## src/common/gyro_status_regs.svh

```systemverilog
// Function
// - fifo event bit is the or of overflow and watermark flags
// - event bit stays set until both flags have cleared
// - five-bit age field counts samples since the event bit set
// - age field returns to zero only when the event bit clears
// - event register clears on standby or ready to active change
// - reading the source register clears nothing
// - boot done bit sets when boot completes, then stays one
// - boot done bit clears on hard, soft or power-on reset
// - queue source bit follows event bit gated by fifo enable
// - threshold source bit follows event-active flag gated by enable
// - sample ready source sets on any axis ready flag when enabled
// - sample ready source clears after host reads x, y, z msbs
// - identity register is read-only with a fixed code
// - main configuration fields laid out as documented, reset zero
// - three-wire select picks four-wire at zero, three-wire at one
// - highpass enable routes filtered data; filter reinit on mode changes only, not on config writes
// - overflow flag sets on sample at 32 stored, clears below 32
// - watermark flag tracks count at or above a nonzero watermark level
`ifndef GYRO_STATUS_REGS_SVH
`define GYRO_STATUS_REGS_SVH
// ****************************************
// register offsets
// ****************************************
`define OFS_FIFO_EVENT_STATUS 8'h0A
`define OFS_IRQ_SOURCE_FLAGS 8'h0B
`define OFS_DEVICE_IDENTITY 8'h0C
`define OFS_MAIN_CONFIGURATION 8'h0D
// ****************************************
// field positions and reset values
// ****************************************
`define FEV_EVENT_BIT 5
`define ISRC_BOOT_BIT 3
`define ISRC_QUEUE_BIT 2
`define ISRC_THR_BIT 1
`define ISRC_READY_BIT 0
`define CFG_THREE_WIRE_SERIAL_SELECT_BIT 5
`define CFG_HPF_BIT 2
`define MAIN_CFG_RESET 8'h00
`define QUEUE_DEPTH 6'h20
`endif

```

## src/common/gyro_status_pkg.sv

```systemverilog
package gyro_status_pkg;
    typedef logic [7:0] reg_byte_t;
    typedef logic [5:0] sample_count_t;
    typedef enum logic [1:0] {
        MODE_STANDBY = 2'b00,
        MODE_READY = 2'b01,
        MODE_ACTIVE = 2'b10
    } op_mode_e;
    typedef enum logic [1:0] {
        BOOT_RUN = 2'b00,
        BOOT_DONE = 2'b01
    } boot_state_e;
endpackage

```

## src/rtl/gyro_status_ctrl.sv

```systemverilog
`timescale 1ns/1ps
`include "gyro_status_regs.svh"
module gyro_status_ctrl #(
    parameter logic [7:0] IDENTITY_CODE = 8'h5A // arbitrary value
) (
    input wire logic core_clk_i,
    input wire logic nrst_i,
    input wire logic soft_reset_i,
    input wire logic boot_complete_i,
    input wire gyro_status_pkg::op_mode_e op_mode_i,
    input wire logic sample_tick_i,
    input wire logic [5:0] sample_count_i,
    input wire logic [5:0] watermark_level_i,
    input wire logic threshold_event_active_i,
    input wire logic queue_irq_enable_i,
    input wire logic threshold_irq_enable_i,
    input wire logic sample_ready_irq_enable_i,
    input wire logic [2:0] sample_ready_flags_i,
    input wire logic [2:0] axis_msb_read_i,
    input wire logic reg_wr_i,
    input wire logic reg_rd_i,
    input wire logic [7:0] reg_addr_i,
    input wire logic [7:0] reg_wdata_i,
    output logic [7:0] reg_rdata_o,
    output logic [1:0] lowpass_bandwidth_choice_o,
    output logic three_wire_serial_select_o,
    output logic [1:0] highpass_cutoff_o,
    output logic highpass_enable_o,
    output logic [1:0] full_scale_choice_o,
    output logic filter_reinit_o,
    output logic queue_overflow_flag_o,
    output logic queue_watermark_flag_o,
    output logic [7:0] irq_source_o
);
    import gyro_status_pkg::*;
    // ****************************************
    // state
    // ****************************************
    op_mode_e mode_ff;
    boot_state_e boot_ff;
    reg_byte_t cfg_ff;
    logic to_active;
    logic fifo_event;
    logic [4:0] fifo_event_age;
    logic queue_src_ff;
    logic thr_src_ff;
    logic ready_src_ff;
    logic [2:0] msb_seen_ff;
    logic [2:0] nxt_msb_seen;
    logic [7:0] nxt_rdata;
    always_ff @(posedge core_clk_i or negedge nrst_i) begin
        if (!nrst_i) begin
            mode_ff <= MODE_STANDBY;
        end else begin
            mode_ff <= op_mode_i;
        end
    end
    assign to_active = (op_mode_i == MODE_ACTIVE) &&
        (mode_ff != MODE_ACTIVE);
    // ****************************************
    // fifo flags and event
    // ****************************************
    queue_flag_gen u_flags (
        .core_clk_i(core_clk_i),
        .nrst_i(nrst_i),
        .sample_count_i(sample_count_i),
        .watermark_level_i(watermark_level_i),
        .sample_tick_i(sample_tick_i),
        .queue_overflow_flag_o(queue_overflow_flag_o),
        .queue_watermark_flag_o(queue_watermark_flag_o)
    );
    fifo_event_tracker u_event (
        .core_clk_i(core_clk_i),
        .nrst_i(nrst_i),
        .mode_to_active_i(to_active),
        .sample_tick_i(sample_tick_i),
        .queue_overflow_flag_i(queue_overflow_flag_o),
        .queue_watermark_flag_i(queue_watermark_flag_o),
        .fifo_event_o(fifo_event),
        .fifo_event_age_o(fifo_event_age)
    );
    // ****************************************
    // boot done
    // ****************************************
    always_ff @(posedge core_clk_i or negedge nrst_i) begin
        if (!nrst_i) begin
            boot_ff <= BOOT_RUN;
        end else if (soft_reset_i) begin
            boot_ff <= BOOT_RUN;
        end else if (boot_complete_i) begin
            boot_ff <= BOOT_DONE;
        end
    end
    // ****************************************
    // interrupt sources
    // ****************************************
    always_ff @(posedge core_clk_i or negedge nrst_i) begin
        if (!nrst_i) begin
            queue_src_ff <= 1'b0;
        end else if (!fifo_event) begin
            queue_src_ff <= 1'b0;
        end else if (queue_irq_enable_i) begin
            queue_src_ff <= 1'b1;
        end
    end
    always_ff @(posedge core_clk_i or negedge nrst_i) begin
        if (!nrst_i) begin
            thr_src_ff <= 1'b0;
        end else if (!threshold_event_active_i) begin
            thr_src_ff <= 1'b0;
        end else if (threshold_irq_enable_i) begin
            thr_src_ff <= 1'b1;
        end
    end
    // msb reads collected since the source set; all three release it
    always_comb begin
        nxt_msb_seen = msb_seen_ff | axis_msb_read_i;
    end
    always_ff @(posedge core_clk_i or negedge nrst_i) begin
        if (!nrst_i) begin
            msb_seen_ff <= 3'h0;
        end else if (!ready_src_ff || nxt_msb_seen == 3'h7) begin
            msb_seen_ff <= 3'h0;
        end else begin
            msb_seen_ff <= nxt_msb_seen;
        end
    end
    // release wins over a new ready flag in the same cycle; set needs the source clear
    always_ff @(posedge core_clk_i or negedge nrst_i) begin
        if (!nrst_i) begin
            ready_src_ff <= 1'b0;
        end else if (sample_ready_irq_enable_i &&
                     |sample_ready_flags_i && !ready_src_ff) begin
            ready_src_ff <= 1'b1;
        end else if (ready_src_ff && nxt_msb_seen == 3'h7) begin
            ready_src_ff <= 1'b0;
        end
    end
    always_ff @(posedge core_clk_i or negedge nrst_i) begin
        if (!nrst_i) begin
            irq_source_o <= 8'h00;
        end else begin
            irq_source_o <= {4'h0, boot_ff == BOOT_DONE, queue_src_ff,
                thr_src_ff, ready_src_ff};
        end
    end
    // ****************************************
    // main configuration
    // ****************************************
    // writes in active mode are accepted; keeping out of active is the host's
    always_ff @(posedge core_clk_i or negedge nrst_i) begin
        if (!nrst_i) begin
            cfg_ff <= `MAIN_CFG_RESET;
        end else if (reg_wr_i && reg_addr_i == `OFS_MAIN_CONFIGURATION) begin
            cfg_ff <= reg_wdata_i;
        end
    end
    always_ff @(posedge core_clk_i or negedge nrst_i) begin
        if (!nrst_i) begin
            lowpass_bandwidth_choice_o <= 2'h0;
            three_wire_serial_select_o <= 1'b0;
            highpass_cutoff_o <= 2'h0;
            highpass_enable_o <= 1'b0;
            full_scale_choice_o <= 2'h0;
        end else begin
            lowpass_bandwidth_choice_o <= cfg_ff[7:6];
            three_wire_serial_select_o <= cfg_ff[`CFG_THREE_WIRE_SERIAL_SELECT_BIT];
            highpass_cutoff_o <= cfg_ff[4:3];
            highpass_enable_o <= cfg_ff[`CFG_HPF_BIT];
            full_scale_choice_o <= cfg_ff[1:0];
        end
    end
    // filter restarts on any mode change
    always_ff @(posedge core_clk_i or negedge nrst_i) begin
        if (!nrst_i) begin
            filter_reinit_o <= 1'b0;
        end else begin
            filter_reinit_o <= (op_mode_i != mode_ff);
        end
    end
    // ****************************************
    // read port: reads have no side effects
    // ****************************************
    always_comb begin
        nxt_rdata = 8'h00;
        unique case (reg_addr_i)
            `OFS_FIFO_EVENT_STATUS: nxt_rdata = {2'h0, fifo_event,
                fifo_event_age};
            `OFS_IRQ_SOURCE_FLAGS: nxt_rdata = {4'h0, boot_ff == BOOT_DONE,
                queue_src_ff, thr_src_ff, ready_src_ff};
            `OFS_DEVICE_IDENTITY: nxt_rdata = IDENTITY_CODE;
            `OFS_MAIN_CONFIGURATION: nxt_rdata = cfg_ff;
            default: nxt_rdata = 8'h00;
        endcase
    end
    always_ff @(posedge core_clk_i or negedge nrst_i) begin
        if (!nrst_i) begin
            reg_rdata_o <= 8'h00;
        end else if (reg_rd_i) begin
            reg_rdata_o <= nxt_rdata;
        end
    end
endmodule

```

## src/rtl/fifo_event_tracker.sv

```systemverilog
`timescale 1ns/1ps
`include "gyro_status_regs.svh"
module fifo_event_tracker (
    input wire logic core_clk_i,
    input wire logic nrst_i,
    input wire logic mode_to_active_i,
    input wire logic sample_tick_i,
    input wire logic queue_overflow_flag_i,
    input wire logic queue_watermark_flag_i,
    output logic fifo_event_o,
    output logic [4:0] fifo_event_age_o
);
    logic event_now;
    assign event_now = queue_overflow_flag_i | queue_watermark_flag_i;
    always_ff @(posedge core_clk_i or negedge nrst_i) begin
        if (!nrst_i) begin
            fifo_event_o <= 1'b0;
        end else if (mode_to_active_i) begin
            fifo_event_o <= 1'b0;
        end else begin
            fifo_event_o <= event_now;
        end
    end
    always_ff @(posedge core_clk_i or negedge nrst_i) begin
        if (!nrst_i) begin
            fifo_event_age_o <= 5'h00;
        end else if (mode_to_active_i || !event_now) begin
            fifo_event_age_o <= 5'h00;
        end else if (fifo_event_o && sample_tick_i &&
                     fifo_event_age_o != 5'h1F) begin
            // saturates rather than wrapping so an old event never looks new
            fifo_event_age_o <= fifo_event_age_o + 5'h01;
        end
    end
endmodule

```

## src/rtl/queue_flag_gen.sv

```systemverilog
`timescale 1ns/1ps
`include "gyro_status_regs.svh"
module queue_flag_gen (
    input wire logic core_clk_i,
    input wire logic nrst_i,
    input wire logic [5:0] sample_count_i,
    input wire logic [5:0] watermark_level_i,
    input wire logic sample_tick_i,
    output logic queue_overflow_flag_o,
    output logic queue_watermark_flag_o
);
    always_ff @(posedge core_clk_i or negedge nrst_i) begin
        if (!nrst_i) begin
            queue_overflow_flag_o <= 1'b0;
        end else if (sample_tick_i && sample_count_i == `QUEUE_DEPTH) begin
            queue_overflow_flag_o <= 1'b1;
        end else if (sample_count_i < `QUEUE_DEPTH) begin
            queue_overflow_flag_o <= 1'b0;
        end
    end
    // a zero level suppresses the flag
    always_ff @(posedge core_clk_i or negedge nrst_i) begin
        if (!nrst_i) begin
            queue_watermark_flag_o <= 1'b0;
        end else begin
            queue_watermark_flag_o <= (watermark_level_i != 6'h00) &&
                (sample_count_i >= watermark_level_i);
        end
    end
endmodule

```

## config.mk

```make
export PLATFORM = sky130hd
export DESIGN_NAME = gyro_status_ctrl
export DESIGN_NICKNAME = d
export VERILOG_FILES = /design/src/common/gyro_status_pkg.sv /design/src/rtl/gyro_status_ctrl.sv /design/src/rtl/fifo_event_tracker.sv /design/src/rtl/queue_flag_gen.sv
export VERILOG_INCLUDE_DIRS = /design/src /design/src/common
export SDC_FILE = /design/constraint.sdc
export NUM_CORES = 1
export LEC_CHECK = 0
export BUFFER_PORTS_ARGS = -buffer_cell sky130_fd_sc_hd__buf_2
export CAP_MARGIN = 20
export CORE_UTILIZATION = 49
export DETAILED_ROUTE_END_ITERATION = 12
export PLACE_DENSITY = 0.8
export RECOVER_POWER = 100
export SLEW_MARGIN = 40
export SYNTH_ARGS = -nofsm -noshare
export SYNTH_HDL_FRONTEND = slang
export SYNTH_SLANG_ARGS = --single-unit
```

## constraint.sdc

```tcl
create_clock -name core_clk_i -period 2.26 [get_ports core_clk_i]
set_input_delay 0.226 -clock core_clk_i [delete_from_list [all_inputs] [get_ports core_clk_i]]
set_output_delay 0.226 -clock core_clk_i [all_outputs]
set_load 0.05 [all_outputs]
```

Word-level counts from Yosys, hierarchy flattened
Index checks and enable logic that the tools add are counted.
- register bits after elaboration: 47
- latch bits: 0
- memory bits (writable): 0
- ROM bits: 0
- bits of input ports: 47
- output and inout bits: 27
- word-level logic and storage cells: 71
- memories kept: 0
- add/sub/neg operators: 1
- $mul: 0
- div/mod/pow operators: 0
- order comparisons: 2
- equality and inequality tests: 13
- shift-type cells: 0
- mux-type cells: 15
- bitwise operators: 2
- reductions and logical operators: 19
- operator list (operator ; count):
    equality test 8 x 4 -> 1 bit, second input constant ; 4
    one-hot mux 8 bit (4 select lines) ; 1
    two-way mux 5 bit ; 2
    logical AND 1 bit ; 9
    two-way mux 1 bit ; 9
    nonzero test 2 bit ; 4
    equality test 6 bit, second input constant ; 1
    >= comparator 6 bit ; 1
    < comparator 6 bit, second input constant ; 1
    nonzero test 6 bit ; 1
    adder 5 x 1 -> 5 bit, second input constant ; 1
    != test 5 bit, second input constant ; 1
    two-way mux 2 bit ; 2
    != test 2 bit, second input constant ; 2
    equality test 3 bit, second input constant ; 1
    two-way mux 3 bit ; 1
    bitwise OR 3 bit ; 1
    OR reduction 3 bit ; 1
    equality test 2 x 1 -> 1 bit, second input constant ; 1
    equality test 2 bit, second input constant ; 1
    zero test 1 bit ; 2
    logical OR 1 bit ; 2
    != test 2 x 1 -> 1 bit, second input constant ; 1
    != test 2 bit ; 1
    bitwise OR 1 bit ; 1

Longest topological paths before layout
- word-level depth: 5
- mapped depth: 8
- gate-level depth less buffers: 7

Modules after synthesis
A second synthesis with hierarchy kept.
- cells, all modules: 174
- area, all modules: 2097.0 µm²
- modules (own cells, without submodules) (module ; times used ; cells each ; area each (µm²) ; seq. area each (µm²)):
    gyro_status_ctrl ; 1 ; 121 ; 1564.0 ; 950.9
    fifo_event_tracker ; 1 ; 27 ; 301.5 ; 150.1
    queue_flag_gen ; 1 ; 26 ; 231.5 ; 50.0

Least setup slack after synthesis
Ideal clock, no wire load.
- path kind: register to register
- from: register u_event.fifo_event_age_o[0]
- to: register u_event.fifo_event_age_o[3]
- setup time: 145 ps
- data arrival time: 1573 ps
- data required time: 2115 ps
- setup slack: 542 ps
- cell stages (with the launch flop): 9
- path buffers: 1
- clock period less this slack: 1718 ps
- cell sequence: dfrtp_1 ha_1 and3_1 ha_1 and3b_1 clkbuf_1 nand4_1 xor2_1 nor2_1
- cells in the longest elaborated chain, start to end: 3
- elaborated cells between the ends (all ways): 6
- classes of those cells: add/sub: 1; eq/ne: 1; mux: 2; reduce/logical: 2
- RTL lines (what ; RTL line ; RTL):
    start: declaration ; fifo_event_tracker.sv:11 ; output logic [4:0] fifo_event_age_o
    start signal: assignment ; fifo_event_tracker.sv:32 ; fifo_event_age_o <= fifo_event_age_o + 5'h01;
    adder 5 x 1 -> 5 bit / != test 5 bit (equally long branches) ; fifo_event_tracker.sv:32, fifo_event_tracker.sv:30 ;
    two-way mux 5 bit / logical AND 1 bit (equally long branches) ; fifo_event_tracker.sv:29 ; end else if (fifo_event_o && sample_tick_i &&
    two-way mux 5 bit / nonzero test 2 bit (equally long branches) ; - ;
Several ways; a longest one is shown, not always the timed one. The select of a mux whose other input is x is not followed.
A chain may end at the register's enable or synchronous reset.

Worst setup path after layout
Same ends and word-level chain as after synthesis.

==> results.cfg <==
[synthesis]
syn_inst = 170
synthTopCellsByCount = 46 x dfrtp_1, 15 x nor2_1, 11 x inv_1
synth_most_common_cell = dfrtp_1
yosysWarnings = 0
synth.avg_cell_area_um2 = 12.0
syn-cell-area_um2 = 2040
synth_edf_count = 0
synth_ff_type = dfrtp_1
synth-seq-cells = 46
synth_top_area_cell = dfrtp_1
yosysSeqAreaShare_pct = 56.5
async_reset_ff_share_pct = 100
synthTopCellsByArea = dfrtp_1 57%, mux2_4 5.9%, ha_1 4.9%
synth_top_area_share_pct = 56.5
ys_types = 46

[worst_hold_path]
hold_class = input pin to flip-flop
hold_end = boot_ff[0]
hold_depth = 2
hp-start = soft_reset_i

[detailed_routing]
wl_um = 3830
avgViaCountPerCell = 4.97
detail_route.wl_per_cell_um = 12.9
via_count = 1472
drtIter0Drc = 65
drc_errors = 0
drtPass1Iterations = 4
ant_nets = 0

[floorplan]
dieArea_um2 = 4420
die_h_um = 66.5
start_util_pct = 50.9
placementRows = 23
ios = 74
die_w_um = 66.5
coreArea_um2 = 4000

[cells_and_area]
area_growth_pct = 20.9
fin_nets = 300
diodes = 0
finalNonFillerCells = 296
drive_gt1_share_pct = 23.6

[power_and_ir_drop]
total_power_w = 0.00186
p_clk_share_pct = 32.6
intPower_w = 0.00132
pwr-share-comb_pct = 16.8
p_leak_nw = 1.22
p_seq_share_pct = 50.6
peakVddDrop_mv = 0.639
switching_share_pct = 29.0
power_density_nw_per_um2 = 753
p_switching_w = 0.000538

[placed_design]
dpl.cell_count = 287
port_buffers = 69
dp_hpwl_um = 2950
gp_congestion = 0.841

[clocking]
clock_path_buffers = 2
clock_latency_ns = 0.30
clock-root-buffer = clkbuf_8
htreeDepth = 2
clkSinkCount = 46
numCtsBuffers = 5
path_clk_slew_ns = 0.08
cts_tree = built

[setup_path]
worst_ep_required_time_ns = 2.41
path_buf_inv = 0
reg2reg_to = u_event.fifo_event_age_o[3]
crit_path_max_incr_delay_ns = 0.42
worst_ep_arrival_time_ns = 1.95
path_cells = ha_1, and3_1, ha_1, and3b_1, nand4_1, xor2_1, nor2_1
critPathMostFrequentCell = ha_1
cp-startpoint = u_event.fifo_event_age_o[0]
crit_path_end_kind = flip-flop
critPathSlowestCell = dfrtp_1
cp_top_family = simple AND/OR/NAND/NOR gates
reg2reg_from = u_event.fifo_event_age_o[0]
ff2ff_path_depth = 7
cp_max_fo = 5
crit_type = flip-flop to flip-flop
cp-start-kind = flip-flop
rrSetupSlack_ns = 0.46

[global_routing]
grt_pass1_vias = 1404
grt_usage_pct = 19.6
antenna_found_initial = 0
grt_pass1_wl_um = 6310
grt-ovfl-total = 0
grt_max_degree = 20

[outcome]
status = finished, final reports clean

[timing]
hold_viol = 0
setup_tns_ns = 0
finalCritPeriodShare_pct = 79.4
rsz0062_at_grt = no
layout_min_cycle_time_ns = 1.80
setup_viol = 0
slew_viol_final = 0
worst_pin_slew_ns = 0.969
fmax_mhz = 557
fin_skew_ns = 0.00605
max_slew_margin_pct = 35.4
hold-worst-slack_ns = 0.0718

[job]
maxCapViolations = 0
placed cells by master, fill, tap and decap left out, types with 4 or more instances in the layout:
master    synthesis  routed
o21ai_0           5       5
buf_2             1      43
ha_1              8       8
o22ai_1           4       4
conb_1            1       4
inv_1            11      11
nor2b_1           7       7
mux2_1            2       9
dfrtp_1          46      46
clkbuf_1          2      26
nand2_1          10      10
clkbuf_8          0       5
nor2_1           15      15
worst register-to-register path, stage by stage (launching register included):
cell and delay, ns:
dfrtp_1 0.42, ha_1 0.22, and3_1 0.15, ha_1 0.20, and3b_1 0.32, nand4_1 0.13
xor2_1 0.15, nor2_1 0.05
worst max-delay path by stage:
stage	endpoint	slack, ns	depth (start not counted)
final	u_event.fifo_event_age_o[3]	0.46	7
after global routing	u_event.fifo_event_age_o[3]	0.35	7
after CTS	u_event.fifo_event_age_o[3]	0.47	7
after detailed placement	u_event.fifo_event_age_o[3]	0.53	7
after global placement	u_event.fifo_event_age_o[3]	0.56	7
after floorplan	u_event.fifo_event_age_o[3]	0.54	8
area by class of cell:
cell class                 count  area [um2]
inverter                      13        48.8
fill                         357        1540
clock buffer                   5        68.8
multi-input combinational    107         749
sequential                    46        1150
tap                           50        62.6
timing repair buffer          72         338
clock inverter                 3        45.0
logic make-up (layout without fill, tap and decap cells):
| group | after synthesis | after routing | synth area share [%] |
|---|---|---|---|
| flops | 46 | 46 | 56.5 |
| fa+ha+maj | 8 | 8 | 4.91 |
| buf+inv | 20 | 93 | 4.48 |
| xor+xnor | 5 | 5 | 2.15 |
| compound gates | 30 | 30 | 10.3 |
| mux | 12 | 12 | 7.99 |
| other cells | 1 | 4 | 0.184 |
| simple gates | 48 | 48 | 13.5 |
metrics by stage:
| step | utilization [%] | setup WS (ns) | cell area, um2 |
|---|---|---|---|
| global route | 61.6 | 0.350 | 2460 |
| floorplan | - | 0.542 | 2050 |
| detailed placement | 60.7 | 0.527 | 2430 |
| CTS | 63.8 | 0.472 | 2550 |
| finish | 61.6 | 0.465 | 2460 |
| global placement | 60.7 | 0.560 | 2430 |
metal layers:
layer	vias to the layer above	track usage, %	part of all wire (%)
met5	-	0	0
met4	0	7.98	2.3
met3	9	4.97	5.3
met2	46	32.0	48
met1	679	24.7	44
li1	738	-	-
power groups by stage:
stage	Clock, W	Combinational [W]	Sequential (W)
2_1_floorplan	0	0.000126	0.00104
3_3_place_gp	0	0.000327	0.000953
3_5_place_dp	0	0.000333	0.000953
4_1_cts	0.000615	0.000336	0.000939
5_1_grt	0.000658	0.000343	0.000947
6_report	0.000605	0.000313	0.000939
repair_timing:
item                                   in CTS  in global routing
gates resized for setup                     0                  0
endpoints found under the hold margin      17                  0
setup buffers                               0                  0
hold buffers                                1                  0
flip-flops by register name, summed over array words and instances, names as in the netlist, 2 cells and up:
name,count
reg_rdata_o,8
irq_source_o,4
mode_ff,2
cfg_ff,8
highpass_cutoff_o,2
full_scale_choice_o,2
lowpass_bandwidth_choice_o,2
msb_seen_ff,3
u_event.fifo_event_age_o,5
(Power assumes the default switching activity.)
